File: src/verilog/cpoc_consts.svh
// Constants for the compare PWM output channel
`ifndef CPOC_CONSTS_SVH
`define CPOC_CONSTS_SVH
`define CPOC_DIR_OUTPUT 2'h0
`define CPOC_MODE_FROZEN 3'h0
`define CPOC_MODE_SET_ACT 3'h1
`define CPOC_MODE_SET_INACT 3'h2
`define CPOC_MODE_TOGGLE 3'h3
`define CPOC_MODE_FORCE_LO 3'h4
`define CPOC_MODE_FORCE_HI 3'h5
`define CPOC_MODE_PWM1 3'h6
`define CPOC_MODE_PWM2 3'h7
`define CPOC_CMS_EDGE 2'h0
`define CPOC_CMS_DOWN 2'h1
`define CPOC_CMS_UP 2'h2
`define CPOC_CMS_BOTH 2'h3
`define CPOC_TRIG_SEL_INPUT 3'h6
`define CPOC_SLAVE_TRIGGER 3'h6
`define CPOC_RESET_WORD 16'h0000
`endif

File: src/verilog/cpoc_pkg.sv
// Types for the compare PWM output channel
package cpoc_pkg;
  typedef enum logic [2:0] {
    CPOC_FROZEN, CPOC_SET_ACT, CPOC_SET_INACT, CPOC_TOGGLE,
    CPOC_FORCE_LO, CPOC_FORCE_HI, CPOC_PWM1, CPOC_PWM2
  } cpoc_mode_t;
  typedef struct packed {
    logic [1:0] channelDirectionSelect;
    logic [2:0] compareModeField;
    logic comparePreloadEnable;
    logic fastOutputEnable;
    logic outputPolarity;
    logic channelOutputEnable;
    logic channelIrqEnable;
  } cpoc_chan_cfg_t;
  typedef struct packed {
    logic [1:0] centerAlignSelect;
    logic singlePulseEnable;
    logic reloadPreloadEnable;
    logic [2:0] triggerSourceSelect;
    logic [2:0] slaveModeSelect;
  } cpoc_cnt_cfg_t;
endpackage

File: src/verilog/cpoc_counter.sv
// Up/down counter with auto-reload shadow, one-pulse stop and trigger start
`timescale 1ns/1ps
`include "cpoc_consts.svh"
module cpoc_counter (
  input wire logic clk_sys,
  input wire logic rst,
  input wire cpoc_pkg::cpoc_cnt_cfg_t cntCfg,
  input wire logic dirSw,
  input wire logic [15:0] autoReloadWrite,
  input wire logic autoReloadWrEn,
  input wire logic counterRunSet,
  input wire logic counterRunClr,
  input wire logic updateGenerate,
  input wire logic triggerStart,
  output logic [15:0] counterValue,
  output logic [15:0] autoReloadValue,
  output logic countDown,
  output logic counterRun,
  output logic updateEvent
);
  import cpoc_pkg::*;
  logic [15:0] cnt_q, cnt_d, arrPre_q, arrShadow_q;
  logic dir_q, dir_d, run_q, run_d;
  wire logic edgeMode = (cntCfg.centerAlignSelect == `CPOC_CMS_EDGE);
  wire logic atTop = (cnt_q == arrShadow_q);
  wire logic atZero = (cnt_q == `CPOC_RESET_WORD);
  // Center-aligned turns one count early, so its period ends where it turns
  wire logic turnDown = !dir_q && (cnt_q + 16'h0001 >= arrShadow_q);
  wire logic turnUp = dir_q && (cnt_q <= 16'h0001);
  // Overflow/underflow marks the period end
  wire logic rollOver = run_q && (edgeMode ? (dir_q ? atZero : atTop) : (turnDown || turnUp));
  wire logic update_event = rollOver || updateGenerate;
  wire logic [15:0] arrNext = autoReloadWrEn ? autoReloadWrite : arrPre_q;

  always_comb begin
    cnt_d = cnt_q;
    dir_d = edgeMode ? dirSw : dir_q;
    run_d = run_q;
    if (updateGenerate) begin
      cnt_d = dir_d && edgeMode ? arrShadow_q : `CPOC_RESET_WORD;
      // Restart from zero must count up, or the first step would wrap below zero
      if (!edgeMode) begin
        dir_d = 1'b0;
      end
    end else if (run_q) begin
      if (edgeMode) begin
        if (dir_q) begin
          cnt_d = atZero ? arrShadow_q : cnt_q - 16'h0001;
        end else begin
          cnt_d = atTop ? `CPOC_RESET_WORD : cnt_q + 16'h0001;
        end
      end else begin
        // Center-aligned: hardware owns the direction bit
        if (turnDown) begin
          dir_d = 1'b1;
        end else if (turnUp) begin
          dir_d = 1'b0;
        end
        cnt_d = dir_q ? cnt_q - 16'h0001 : cnt_q + 16'h0001;
      end
    end
    if (counterRunSet || (triggerStart &&
        cntCfg.triggerSourceSelect == `CPOC_TRIG_SEL_INPUT &&
        cntCfg.slaveModeSelect == `CPOC_SLAVE_TRIGGER)) begin
      run_d = 1'b1;
    end
    if (counterRunClr || (rollOver && cntCfg.singlePulseEnable)) begin
      run_d = 1'b0;
    end
  end

  always_ff @(posedge clk_sys) begin
    if (rst) begin
      cnt_q <= `CPOC_RESET_WORD;
      dir_q <= 1'b0;
      run_q <= 1'b0;
      arrPre_q <= 16'hFFFF;
      arrShadow_q <= 16'hFFFF;
    end else begin
      cnt_q <= cnt_d;
      dir_q <= dir_d;
      run_q <= run_d;
      arrPre_q <= arrNext;
      if (!cntCfg.reloadPreloadEnable || update_event) begin
        arrShadow_q <= arrNext;
      end
    end
  end

  assign counterValue = cnt_q;
  assign autoReloadValue = arrShadow_q;
  assign countDown = dir_q;
  assign counterRun = run_q;
  assign updateEvent = update_event;
endmodule

File: src/verilog/cpoc_channel.sv
// Compare PWM output channel: compare, PWM, one-pulse and pin stage
`timescale 1ns/1ps
`include "cpoc_consts.svh"
// Function
// - Output behaviour only when direction selects output
// - Mode 101 forces reference high
// - Mode 100 forces reference low
// - Pin equals reference, inverted by polarity
// - Forced modes still compare and flag
// - Match actions: keep, active, inactive, toggle
// - Match sets flag, irq when enabled
// - Preload clear writes direct, else update
// - Update event never moves compare output
// - Modes 110 and 111 select PWM
// - Update generate copies all preloads; compare waits while an upper byte is pending
// - PWM1 up: high below compare
// - PWM1 down: low above compare
// - Edge mode direction bit sets count direction
// - Center field selects flag direction
// - Center mode direction owned by hardware
// - One-pulse clears run at the period end, not on update generate
// - Pulse delay compare, width reload minus compare plus one
// - Trigger edge sets counter run
// - Fast enable applies match level on trigger
// - Upper byte write blocks shadow until lower
module cpoc_channel (
  input wire logic clk_sys,
  input wire logic rst,
  input wire cpoc_pkg::cpoc_chan_cfg_t chanCfg,
  input wire cpoc_pkg::cpoc_cnt_cfg_t cntCfg,
  input wire logic dirSw,
  input wire logic [7:0] compareByteData,
  input wire logic compareHighWrite,
  input wire logic compareLowWrite,
  input wire logic [15:0] autoReloadWrite,
  input wire logic autoReloadWrEn,
  input wire logic counterRunSet,
  input wire logic counterRunClr,
  input wire logic updateGenerate,
  input wire logic timerInputPin,
  input wire logic mainOutputGate,
  input wire logic matchFlagClear,
  output logic channelPinOutput,
  output logic channelPinOutputEn,
  output logic outputReference,
  output logic channelMatchFlag,
  output logic channelIrq,
  output logic [15:0] counterValue,
  output logic [15:0] compareValue,
  output logic countDown,
  output logic counterRun,
  output logic updateEvent
);
  import cpoc_pkg::*;

  // ----------------------------------------
  // Counter
  // ----------------------------------------
  logic [15:0] autoReloadValue;
  logic tin_q, trigEdge;
  assign trigEdge = timerInputPin && !tin_q;

  cpoc_counter cpoc_counter_i (
    .clk_sys(clk_sys),
    .rst(rst),
    .cntCfg(cntCfg),
    .dirSw(dirSw),
    .autoReloadWrite(autoReloadWrite),
    .autoReloadWrEn(autoReloadWrEn),
    .counterRunSet(counterRunSet),
    .counterRunClr(counterRunClr),
    .updateGenerate(updateGenerate),
    .triggerStart(trigEdge),
    .counterValue(counterValue),
    .autoReloadValue(autoReloadValue),
    .countDown(countDown),
    .counterRun(counterRun),
    .updateEvent(updateEvent)
  );

  // ----------------------------------------
  // Compare preload and shadow
  // ----------------------------------------
  logic [15:0] pre_q, shadow_q;
  logic hiPending_q;
  wire logic [15:0] preNext = compareHighWrite ? {compareByteData, pre_q[7:0]} :
                              compareLowWrite ? {pre_q[15:8], compareByteData} : pre_q;
  // Upper byte first; shadow stays frozen until the lower byte lands
  wire logic shadowBlocked = (hiPending_q && !compareLowWrite) || compareHighWrite;
  wire logic shadowLoad = !shadowBlocked &&
                          (!chanCfg.comparePreloadEnable || updateEvent);
  wire logic [15:0] shadowNext = shadowLoad ? preNext : shadow_q;
  assign compareValue = pre_q;

  // ----------------------------------------
  // Compare and reference decode
  // ----------------------------------------
  wire logic isOutput = (chanCfg.channelDirectionSelect == `CPOC_DIR_OUTPUT);
  wire logic [2:0] mode = chanCfg.compareModeField;
  wire logic isPwm = (mode == `CPOC_MODE_PWM1) || (mode == `CPOC_MODE_PWM2);
  wire logic edgeMode = (cntCfg.centerAlignSelect == `CPOC_CMS_EDGE);
  wire logic match = (counterValue == shadow_q);
  // Flag direction qualifier for center-aligned counting
  wire logic flagDirOk = edgeMode ||
    (cntCfg.centerAlignSelect == `CPOC_CMS_BOTH) ||
    (cntCfg.centerAlignSelect == `CPOC_CMS_DOWN && countDown) ||
    (cntCfg.centerAlignSelect == `CPOC_CMS_UP && !countDown);

  // PWM mode 1 level; compare above reload holds high, zero compare up holds low
  wire logic pwm1Up = (counterValue < shadow_q);
  wire logic pwm1Dn = !(counterValue > shadow_q);
  wire logic pwm1 = (shadow_q > autoReloadValue) ? 1'b1 : (countDown ? pwm1Dn : pwm1Up);
  wire logic pwmLevel = (mode == `CPOC_MODE_PWM2) ? !pwm1 : pwm1;
  // Level a match would give: the active phase of a one-pulse waveform
  wire logic fastLevel = (mode == `CPOC_MODE_PWM2) ? !countDown : countDown;

  logic ref_q, ref_d, matchHit_q, flag_q, fastHold_q;
  // Fast start holds the match level to the period end; the comparison alone
  // would pull the reference straight back on the next count
  wire logic fastHoldNext = isPwm && chanCfg.fastOutputEnable &&
                            (trigEdge || (fastHold_q && !updateEvent));

  always_comb begin
    ref_d = ref_q;
    if (isOutput) begin
      unique case (mode)
        `CPOC_MODE_FORCE_HI: ref_d = 1'b1;
        `CPOC_MODE_FORCE_LO: ref_d = 1'b0;
        `CPOC_MODE_PWM1, `CPOC_MODE_PWM2: begin
          ref_d = pwmLevel;
          if (chanCfg.fastOutputEnable && (trigEdge || fastHold_q)) begin
            ref_d = fastLevel;
          end
        end
        // Compare modes act on the registered match, never on update events
        `CPOC_MODE_SET_ACT: if (matchHit_q) ref_d = 1'b1;
        `CPOC_MODE_SET_INACT: if (matchHit_q) ref_d = 1'b0;
        `CPOC_MODE_TOGGLE: if (matchHit_q) ref_d = !ref_q;
        `CPOC_MODE_FROZEN: ref_d = ref_q;
      endcase
    end
  end

  // ----------------------------------------
  // Registers
  // ----------------------------------------
  always_ff @(posedge clk_sys) begin
    if (rst) begin
      pre_q <= `CPOC_RESET_WORD;
      shadow_q <= `CPOC_RESET_WORD;
      hiPending_q <= 1'b0;
      tin_q <= 1'b0;
      ref_q <= 1'b0;
      matchHit_q <= 1'b0;
      flag_q <= 1'b0;
      fastHold_q <= 1'b0;
    end else begin
      pre_q <= preNext;
      fastHold_q <= fastHoldNext;
      shadow_q <= shadowNext;
      hiPending_q <= compareHighWrite ? 1'b1 : (compareLowWrite ? 1'b0 : hiPending_q);
      tin_q <= timerInputPin;
      // One-cycle registered match; flagged even while forced
      matchHit_q <= match && counterRun && flagDirOk;
      ref_q <= ref_d;
      // Set wins over a same-cycle clear
      flag_q <= (match && counterRun && flagDirOk && isOutput) ||
                (flag_q && !matchFlagClear);
    end
  end

  // ----------------------------------------
  // Outputs
  // ----------------------------------------
  assign outputReference = ref_q;
  assign channelPinOutput = ref_q ^ chanCfg.outputPolarity;
  assign channelPinOutputEn = chanCfg.channelOutputEnable && mainOutputGate && isOutput;
  assign channelMatchFlag = flag_q;
  assign channelIrq = flag_q && chanCfg.channelIrqEnable;
endmodule

File: config.mk
export PLATFORM = sky130hd
export DESIGN_NAME = cpoc_channel
export DESIGN_NICKNAME = d
export VERILOG_FILES = /design/src/verilog/cpoc_pkg.sv /design/src/verilog/cpoc_counter.sv /design/src/verilog/cpoc_channel.sv
export VERILOG_INCLUDE_DIRS = /design/src /design/src/verilog
export SDC_FILE = /design/constraint.sdc
export NUM_CORES = 1
export LEC_CHECK = 0
export BUFFER_PORTS_ARGS = -buffer_cell sky130_fd_sc_hd__buf_2
export CORE_ASPECT_RATIO = 0.6
export CORE_MARGIN = 1.5
export CORE_UTILIZATION = 42
export DETAILED_ROUTE_END_ITERATION = 12
export GPL_TIMING_DRIVEN = 1
export PLACE_DENSITY = 0.64
export SETUP_SLACK_MARGIN = 0.15
export SYNTH_ARGS = -nofsm -noshare
export SYNTH_HDL_FRONTEND = slang
export SYNTH_HIERARCHICAL = 1
export SYNTH_SLANG_ARGS = --single-unit
File: constraint.sdc
create_clock -name clk_sys -period 6.35 [get_ports clk_sys]
set_input_delay 0.9525 -clock clk_sys [delete_from_list [all_inputs] [get_ports clk_sys]]
set_output_delay 0.9525 -clock clk_sys [all_outputs]
set_load 0.005 [all_outputs]
==> flow_metrics.tcl, run 1 <==
set metrics [dict create \
    status "complete, no violations" \
    track_usage_pct 24.8 \
    ys.flop_type "dfxtp_1" \
    start_kind "flip-flop" \
    fin_area_um2 6890 \
    post-route-drc-count 0 \
    diodes 0 \
    drt_iter0_markers 615 \
    critPathMaxFanout 16 \
    ys_seq_area_share_pct 29.0 \
    cts_tree "built" \
    io_buffer_count 95 \
    postCtsSetupRepairBufs 0 \
    placed_cell_area_um2 6610 \
    syn_to_final_growth_pct 13.3 \
    yosysWarnings 6 \
    ioPinCount 96 \
    synth-edff-count 0 \
    fmax_mhz 185 \
    finalNetCount 908 \
    grt_setup_unrepaired "no" \
    cts_buffers 9 \
    power_per_cell_area_nw_per_um2 216 \
    slew_headroom_pct 17.7 \
    cts_hold_buf 0 \
    chipWidth_um 158 \
    viasPerCell 5.72 \
    reg2reg_depth 12 \
    power_leakage_nw 3.25 \
    worst_r2r_startpoint "cpoc_counter_i/counterValue[2]" \
    wirelength_um 18300 \
    drive_above_1_share_pct 20.4 \
    place_hpwl_um 14100 \
    async_flop_share_pct 0 \
    path_clk_slew_ps 70 \
    ir_drop_uv 102 \
    syn_area_per_cell_um2 8.29 \
    crit_path_end "updateEvent" \
    cp.required_ps 5400 \
    initial_core_util_pct 43.7 \
    reg2reg_slack_ps 1160 \
    power.total_mw 1.49 \
    cts_root_buf "clkbuf_16" \
    drv_cap 0 \
    grt_pass1_wl_um 28200 \
    fillers 1344 \
    ys_ff_latch 88 \
    synthDistinctLibCells 68 \
    die_area_um2 15200 \
    wl_per_cell_um 18.4 \
    final_antenna_net_count 0 \
    synth_nets 844 \
    post-route-period-util_pct 85.1 \
    clock_latency_ps 350 \
    rows 33 \
    dieHeight_um 96.2 \
    grt_overflow 0 \
    worstPathArrival_ps 4450 \
    grt_pass1_vias 5224 \
    htreeDepth 3 \
    worstSetupStartpoint "cpoc_counter_i/counterValue[2]" \
    setup_viol 0 \
    r2r_end "cpoc_counter_i/autoReloadValue[5]" \
    cp-end-kind "primary output" \
    syn_inst 734 \
    cts-resized-gates 0 \
    tns_ps 0 \
    clock-sinks 88 \
    worst-setup-path-type "flip-flop to primary output" \
    clockBufferDepth 2 \
    grt_max_degree 46 \
    core_um2 13900 \
    globalplace.congestion 0.971 \
    mappedNetlistArea_um2 6080 \
    vias 5696 \
    skew_ps 11.5 \
    antenna_found_initial 0 \
    final_hold_viol_count 0 \
    drv_slew 0 \
    hp-class "flip-flop to flip-flop" \
    worstMarginPinSlew_ps 1230 \
    dr.pass1.iters 6 \
    layout_min_cycle_time_ps 5400 \
]
-- cell type report --
cell class              instances  area [um2]  share of cell area (%)
flip-flops and latches         88        1760                    25.6
inverters                      60         225                    3.27
clock buffers                   9         225                    3.27
multi-input cells             540        3880                    56.3
well taps                     192         240                    3.49
repair buffers                 99         505                    7.33
clock inverters                 7        55.1                   0.799
-- layer usage --
metal	GRT usage (%)	routed length, um	vias up
met3	7.88	2060	27
met4	7.48	264	0
li1	-	-	2724
met5	3.06	0	-
met1	35.0	8720	2658
met2	35.0	7250	287
-- critical path, cell delays in order (launching register included) --
cell and delay, ps:
dfxtp_1 740, nand3_1 180, or3_1 560, or3_1 440
xnor2_1 170, ha_1 320, a211oi_1 220, o211ai_1 160
a211oi_1 350, a21oi_1 80, o311ai_1 580, nand2b_1 150
buf_2 160
-- sequential cells by signal, summed over array words and instances (netlist names) --
register                        count
channelMatchFlag                    1
compareValue                       16
cpoc_counter_i/arrPre_q            16
cpoc_counter_i/autoReloadValue     16
cpoc_counter_i/countDown            1
cpoc_counter_i/counterRun           1
cpoc_counter_i/counterValue        16
fastHold_q                          1
hiPending_q                         1
matchHit_q                          1
outputReference                     1
shadow_q                           16
tin_q                               1
-- how the worst min path moves through the flow --
stage	start	slack [ps]	end	depth (start not counted)
CTS	hiPending_q	500	hiPending_q	2
global route	hiPending_q	530	hiPending_q	2
global placement	hiPending_q	470	hiPending_q	2
detailed placement	channelMatchFlag	480	channelMatchFlag	1
floorplan	hiPending_q	450	hiPending_q	2
finish	hiPending_q	490	hiPending_q	2
-- per-stage QoR --
step | setup slack (ps) | hold slack [ps] | util (%) | cells
floorplan | 2260 | 445 | - | 734
global placement | 1520 | 466 | 47.5 | 979
detailed placement | 1240 | 484 | 47.5 | 979
CTS | 995 | 500 | 49.5 | 995
global route | 699 | 532 | 49.5 | 995
finish | 947 | 486 | 49.5 | 995
-- cell families (layout without fill, tap and decap cells) --
family,after synthesis,in the layout,synth area share [%]
XOR/XNOR,42,42,6.05
flip-flops,88,88,29.0
multiplexers,34,34,6.54
adder cells (fa/ha/maj),54,54,11.1
buffers and inverters,106,175,7.40
AO/OA/AOI/OAI,157,157,18.0
AND/OR/NAND/NOR,253,253,21.9
-- power by group --
| part | switching [mW] | total, mW | internal [mW] |
|---|---|---|---|
| Combinational | 0.188 | 0.332 | 0.145 |
| Clock | 0.245 | 0.514 | 0.269 |
| Sequential | 0.0552 | 0.644 | 0.589 |
-- placed cells by master (no fill, tap or decap), types with 17 or more instances in the layout --
cell type,n
or2_2,18
a21oi_1,36
nor2b_1,20
inv_1,60
nand4_1,18
xor2_1,29
a211o_1,17
mux2i_1,18
buf_2,95
dfxtp_1,88
nand3_1,18
ha_1,54
a211oi_1,25
nor2_1,78
o21ai_0,23
nand2_1,46
-- Yosys cell counts, drive strengths merged (16+ instances only) --
cell	number	area, um2
ha	54	676
dfxtp	88	1760
a211oi	27	213
nor2b	21	139
nand4	18	113
mux2i	18	180
mux2	16	218
inv	60	225
xor2	29	254
nand3	18	90.1
o21ai	24	124
buf	23	139
or2	20	125
nor2	78	293
nand2	46	173
clkbuf	23	86.3
a21oi	36	180
a211o	17	149
(Power assumes the default switching activity.)
==> inputs of run 2 (changes only) <==
--- a/config.mk
+++ b/config.mk
@@ -11,6 +11,6 @@
 export CORE_MARGIN = 1.5
-export CORE_UTILIZATION = 42
+export CORE_UTILIZATION = 32
 export DETAILED_ROUTE_END_ITERATION = 12
 export GPL_TIMING_DRIVEN = 1
-export PLACE_DENSITY = 0.64
+export PLACE_DENSITY = 0.52
 export SETUP_SLACK_MARGIN = 0.15
--- a/constraint.sdc
+++ b/constraint.sdc
@@ -3,2 +3,2 @@
 set_output_delay 0.9525 -clock clk_sys [all_outputs]
-set_load 0.005 [all_outputs]
+set_load 0.01 [all_outputs]
==> run 2 against run 1 <==
  * Critical path depth is the same
  * Non-clock buffer count grew 4
  * First-iteration DRC count shrank 14%
  * Setup slack lost 24 ps
  * Via count shrank 4.0%
  * Global-route usage shrank 5.1 points
  * Largest power group unchanged
==> flow_metrics.tcl, run 2 (synthesis results as in run 1) <==
set metrics [dict create \
    worst_r2r_startpoint "cpoc_counter_i/counterValue[3]" \
    htreeDepth 3 \
    drv_cap 0 \
    slowest_stage "dfxtp_1" \
    io_buffer_count 95 \
    critPathMaxFanout 17 \
    fillers 1952 \
    worstSetupStartpoint "cpoc_counter_i/counterValue[3]" \
    grt_setup_unrepaired "no" \
    rows 38 \
    ioPinCount 96 \
    post-route-drc-count 0 \
    skew_ps 10.5 \
    post-route-period-util_pct 85.5 \
    chipWidth_um 181 \
    wl_per_cell_um 18.0 \
    crit_chain "nand3_1, or3_1, or3_1, xnor2_1, ha_1, a211oi_1, o211ai_1, a211oi_1, a21oi_1, o311ai_1, nand2b_1, buf_2" \
    power_per_cell_area_nw_per_um2 219 \
    grt_max_degree 47 \
    diodes 0 \
    critPathTopFamily "simple AND/OR/NAND/NOR gates" \
    clockBufferDepth 2 \
    cts_hold_buf 0 \
    initial_core_util_pct 33.1 \
    fmax_mhz 184 \
    drt_iter0_markers 530 \
    placed_cell_area_um2 6700 \
    cts_tree "built" \
    vias 5467 \
    final_hold_viol_count 0 \
    final_antenna_net_count 0 \
    viasPerCell 5.22 \
    core_um2 18400 \
    hp-class "flip-flop to flip-flop" \
    status "complete, no violations" \
    clock-sinks 88 \
    dpl.cell_count 1031 \
    power_leakage_nw 3.28 \
    layout_common_cells "95 x buf_2, 88 x dfxtp_1, 78 x nor2_1, 60 x inv_1, 54 x ha_1" \
    place_hpwl_um 14500 \
    wirelength_um 18900 \
    cts-resized-gates 0 \
    track_usage_pct 19.6 \
    worstPathArrival_ps 4480 \
    antenna_found_initial 0 \
    setup_viol 0 \
    finalNetCount 912 \
    postCtsSetupRepairBufs 0 \
    clock_latency_ps 360 \
    slew_headroom_pct 31.6 \
    dr.pass1.iters 5 \
    final_common_cell "buf_2" \
    cp-end-kind "primary output" \
    tns_ps 0 \
    ir_drop_uv 128 \
    power.total_mw 1.53 \
    grt_overflow 0 \
    globalplace.congestion 0.896 \
    grt_pass1_wl_um 29200 \
    drive_above_1_share_pct 20.7 \
    worst-setup-path-type "flip-flop to primary output" \
    regArea_um2 1760 \
    crit_path_max_incr_delay_ps 740 \
    dieHeight_um 110 \
    multiInputGateArea_um2 3880 \
    fin_area_um2 7000 \
    final_cells 1047 \
    fin_util_pct 38.1 \
    layout_min_cycle_time_ps 5430 \
    worstMarginPinSlew_ps 1030 \
    die_area_um2 19900 \
    start_kind "flip-flop" \
    path_clk_slew_ps 70 \
    cts_buffers 9 \
    cts_root_buf "clkbuf_16" \
    cp.required_ps 5400 \
    syn_to_final_growth_pct 15.0 \
    grt_pass1_vias 4858 \
    drv_slew 0 \
    hold_start "channelMatchFlag" \
    crit_buf_inv 1 \
]
## run 2: changes by cell type in the layout (fill, tap and decap cells not counted)
cell	previous run	this run
bufinv_16	0	1
buf_4	4	8
clkinv_4	2	1
inv_6	2	1
clkbuf_1	0	1
## run 2: final timing paths
check	to	depth (start not counted)	slack (ps)
worst max-delay path	updateEvent	12	920
worst min-delay path	channelMatchFlag	1	500
worst max register to register	cpoc_counter_i/autoReloadValue[0]	12	1200
worst min register to register	channelMatchFlag	1	500
## run 2: per-layer routing
metal  vias to the layer above  share of wire [%]  GRT usage [%]
met5                         -                  0              0
met4                         0               0.92           4.23
met3                        14                9.1           6.66
met2                       204                 36           24.9
met1                      2520                 54           30.5
li1                       2729                  -              -
## run 2: per-stage QoR
step	hold WS (ps)	setup WS (ps)
2_1_floorplan	445	2180
3_3_place_gp	465	1380
3_5_place_dp	478	1230
4_1_cts	497	946
5_1_grt	537	519
6_report	498	922
## run 2: where the power goes
group | switching, mW | internal, mW
sequential | 0.0504 | 0.589
clock | 0.241 | 0.306
combinational | 0.197 | 0.146
total | 0.489 | 1.04
## run 2: area by class of cell
type	instances	area share, %
multi-input cells	540	55.4
flip-flops and latches	88	25.2
well taps	240	4.29
repair buffers	103	7.65
clock buffers	10	3.27
clock inverters	6	0.965
inverters	60	3.22
==> inputs of run 3 (changes only) <==
Settings changed: CORE_MARGIN 1.5 to 2, CORE_UTILIZATION 32 to 62, PLACE_DENSITY 0.52 to 0.88, REMOVE_ABC_BUFFERS set to 1.
==> run 3 against run 2 <==
  * Via count increased by 6.4%
  * First-iteration DRC count decreased by 7.7%
  * Critical path type unchanged
  * Design area decreased by 1.6%
  * Maximum frequency decreased by 3.5%
  * Combinational power decreased by 1%
  * Critical path depth unchanged
  * Sequential share of layout area increased by 0.41 points
  * Non-clock buffer count decreased by 2
  * Power increased by 3.7%
  * Sequential power increased by 1%
==> flow_metrics.tcl, run 3 (synthesis results as in run 1) <==
set metrics [dict create \
    reg2reg_slack_ps 960 \
    worst-setup-path-type "flip-flop to primary output" \
    layout_common_cells "95 x buf_2, 88 x dfxtp_1, 78 x nor2_1, 60 x inv_1, 54 x ha_1" \
    wl_per_cell_um 19.6 \
    cts_root_buf "clkbuf_16" \
    die_area_um2 10600 \
    wirelength_um 18300 \
    grt_pass1_wl_um 29000 \
    reg2reg_depth 12 \
    diodes 0 \
    drive_above_1_share_pct 20.6 \
    hold_slack_ps 521 \
    cts_buffers 9 \
    final_antenna_net_count 0 \
    clockBufferDepth 2 \
    worstPathArrival_ps 4670 \
    setup_slack_ps 727 \
    drv_cap 0 \
    chipWidth_um 132 \
    setup_viol 0 \
    wl_met2_um 7840 \
    crit_chain "nand3_1, or3_1, or3_1, xnor2_1, ha_1, a211oi_1, o211ai_1, a211oi_1, a21oi_1, o311ai_1, nand2b_1, buf_2" \
    hp-class "flip-flop to flip-flop" \
    crit_buf_inv 1 \
    ioPinCount 96 \
    post-route-period-util_pct 88.6 \
    globalplace.congestion 0.995 \
    status "complete, no violations" \
    rows 27 \
    critPathMaxFanout 17 \
    drv_slew 0 \
    cts_tree "built" \
    skew_ps 8.38 \
    whs_path_depth 2 \
    worstMarginPinSlew_ps 1250 \
    drt-met1-wl_um 7950 \
    final_common_cell "buf_2" \
    fillers 718 \
    cp.required_ps 5400 \
    dieHeight_um 80.7 \
    drt_iter0_markers 489 \
    fin_util_pct 73.6 \
    place_hpwl_um 13300 \
    worst_r2r_startpoint "cpoc_counter_i/counterValue[3]" \
    htreeDepth 3 \
    dpl.cell_count 919 \
    start_kind "flip-flop" \
    clock_latency_ps 340 \
    syn_to_final_growth_pct 13.2 \
    grt_overflow 0 \
    power_per_cell_area_nw_per_um2 230 \
    tns_ps 0 \
    cp-end-kind "primary output" \
    core_um2 9360 \
    critPathTopFamily "compound AO/OA/AOI/OAI gates" \
    final_cells 935 \
    crit_path_max_incr_delay_ps 920 \
    finalNetCount 910 \
    postCtsSetupRepairBufs 0 \
    viasPerCell 6.22 \
    grt_max_degree 86 \
    worstSetupStartpoint "cpoc_counter_i/counterValue[3]" \
    clock-sinks 88 \
    cts-resized-gates 0 \
    grt_setup_unrepaired "no" \
    dr.pass1.iters 5 \
    post-route-drc-count 0 \
    dp_slack_ps 1080 \
    grt_pass1_vias 5558 \
    layout_min_cycle_time_ps 5620 \
    top_layer "met4" \
    io_buffer_count 95 \
    power_leakage_nw 3.29 \
    final_hold_viol_count 0 \
    r2r_end "cpoc_counter_i/autoReloadValue[5]" \
    slowest_stage "o311ai_1" \
    crit_path_end "updateEvent" \
    initial_core_util_pct 65.0 \
    worstSetupPathDepth 12 \
    fmax_mhz 178 \
    antenna_found_initial 0 \
    cts_hold_buf 0 \
    vias 5816 \
    track_usage_pct 34.9 \
    slew_headroom_pct 16.1 \
    ir_drop_uv 190 \
    path_clk_slew_ps 70 \
    wl_met3_um 2020 \
]
-- run 3: through the flow --
stage          instance area [um2]  power (mW)
2_1_floorplan                 5860       0.855
3_3_place_gp                  6550       0.966
3_5_place_dp                  6550       0.982
4_1_cts                       6890        1.58
5_1_grt                       6890        1.66
6_report                      6890        1.59
-- run 3: metal layers --
metal / track usage, % / up-vias
li1: - / 2733
met1: 46.5 / 2702
met2: 54.5 / 326
met3: 9.66 / 55
met4: 12.6 / 0
met5: 0 / -
-- run 3: worst min path at each step --
stage                      from          endpoint  slack, ps
5_1_grt        channelMatchFlag  channelMatchFlag        530
4_1_cts             hiPending_q       hiPending_q        520
6_report            hiPending_q       hiPending_q        520
3_5_place_dp   channelMatchFlag  channelMatchFlag        490
3_3_place_gp        hiPending_q       hiPending_q        460
2_1_floorplan       hiPending_q       hiPending_q        440
-- run 3: power breakdown --
part           switching, mW  internal (mW)
registers             0.0574          0.589
logic                  0.192          0.146
clock network          0.240          0.362
-- run 3: worst register-to-register path: stages, from the launching register on --
cell	delay, ps
dfxtp_1	740
nand3_1	170
or3_1	540
or3_1	410
xnor2_1	150
ha_1	310
a211oi_1	210
o211ai_1	130
a211oi_1	300
a21oi_1	70
o311ai_1	920
and3b_1	890
mux2_2	430
-- run 3: cell type report --
| cell class | count | area, um2 | area share (%) |
|---|---|---|---|
| Inverter | 60 | 225 | 3.27 |
| Sequential cell | 88 | 1760 | 25.6 |
| Tap cell | 130 | 163 | 2.36 |
| Timing Repair Buffer | 101 | 520 | 7.56 |
| Multi-Input combinational cell | 540 | 3880 | 56.3 |
| Clock inverter | 6 | 97.6 | 1.42 |
| Clock buffer | 10 | 239 | 3.47 |
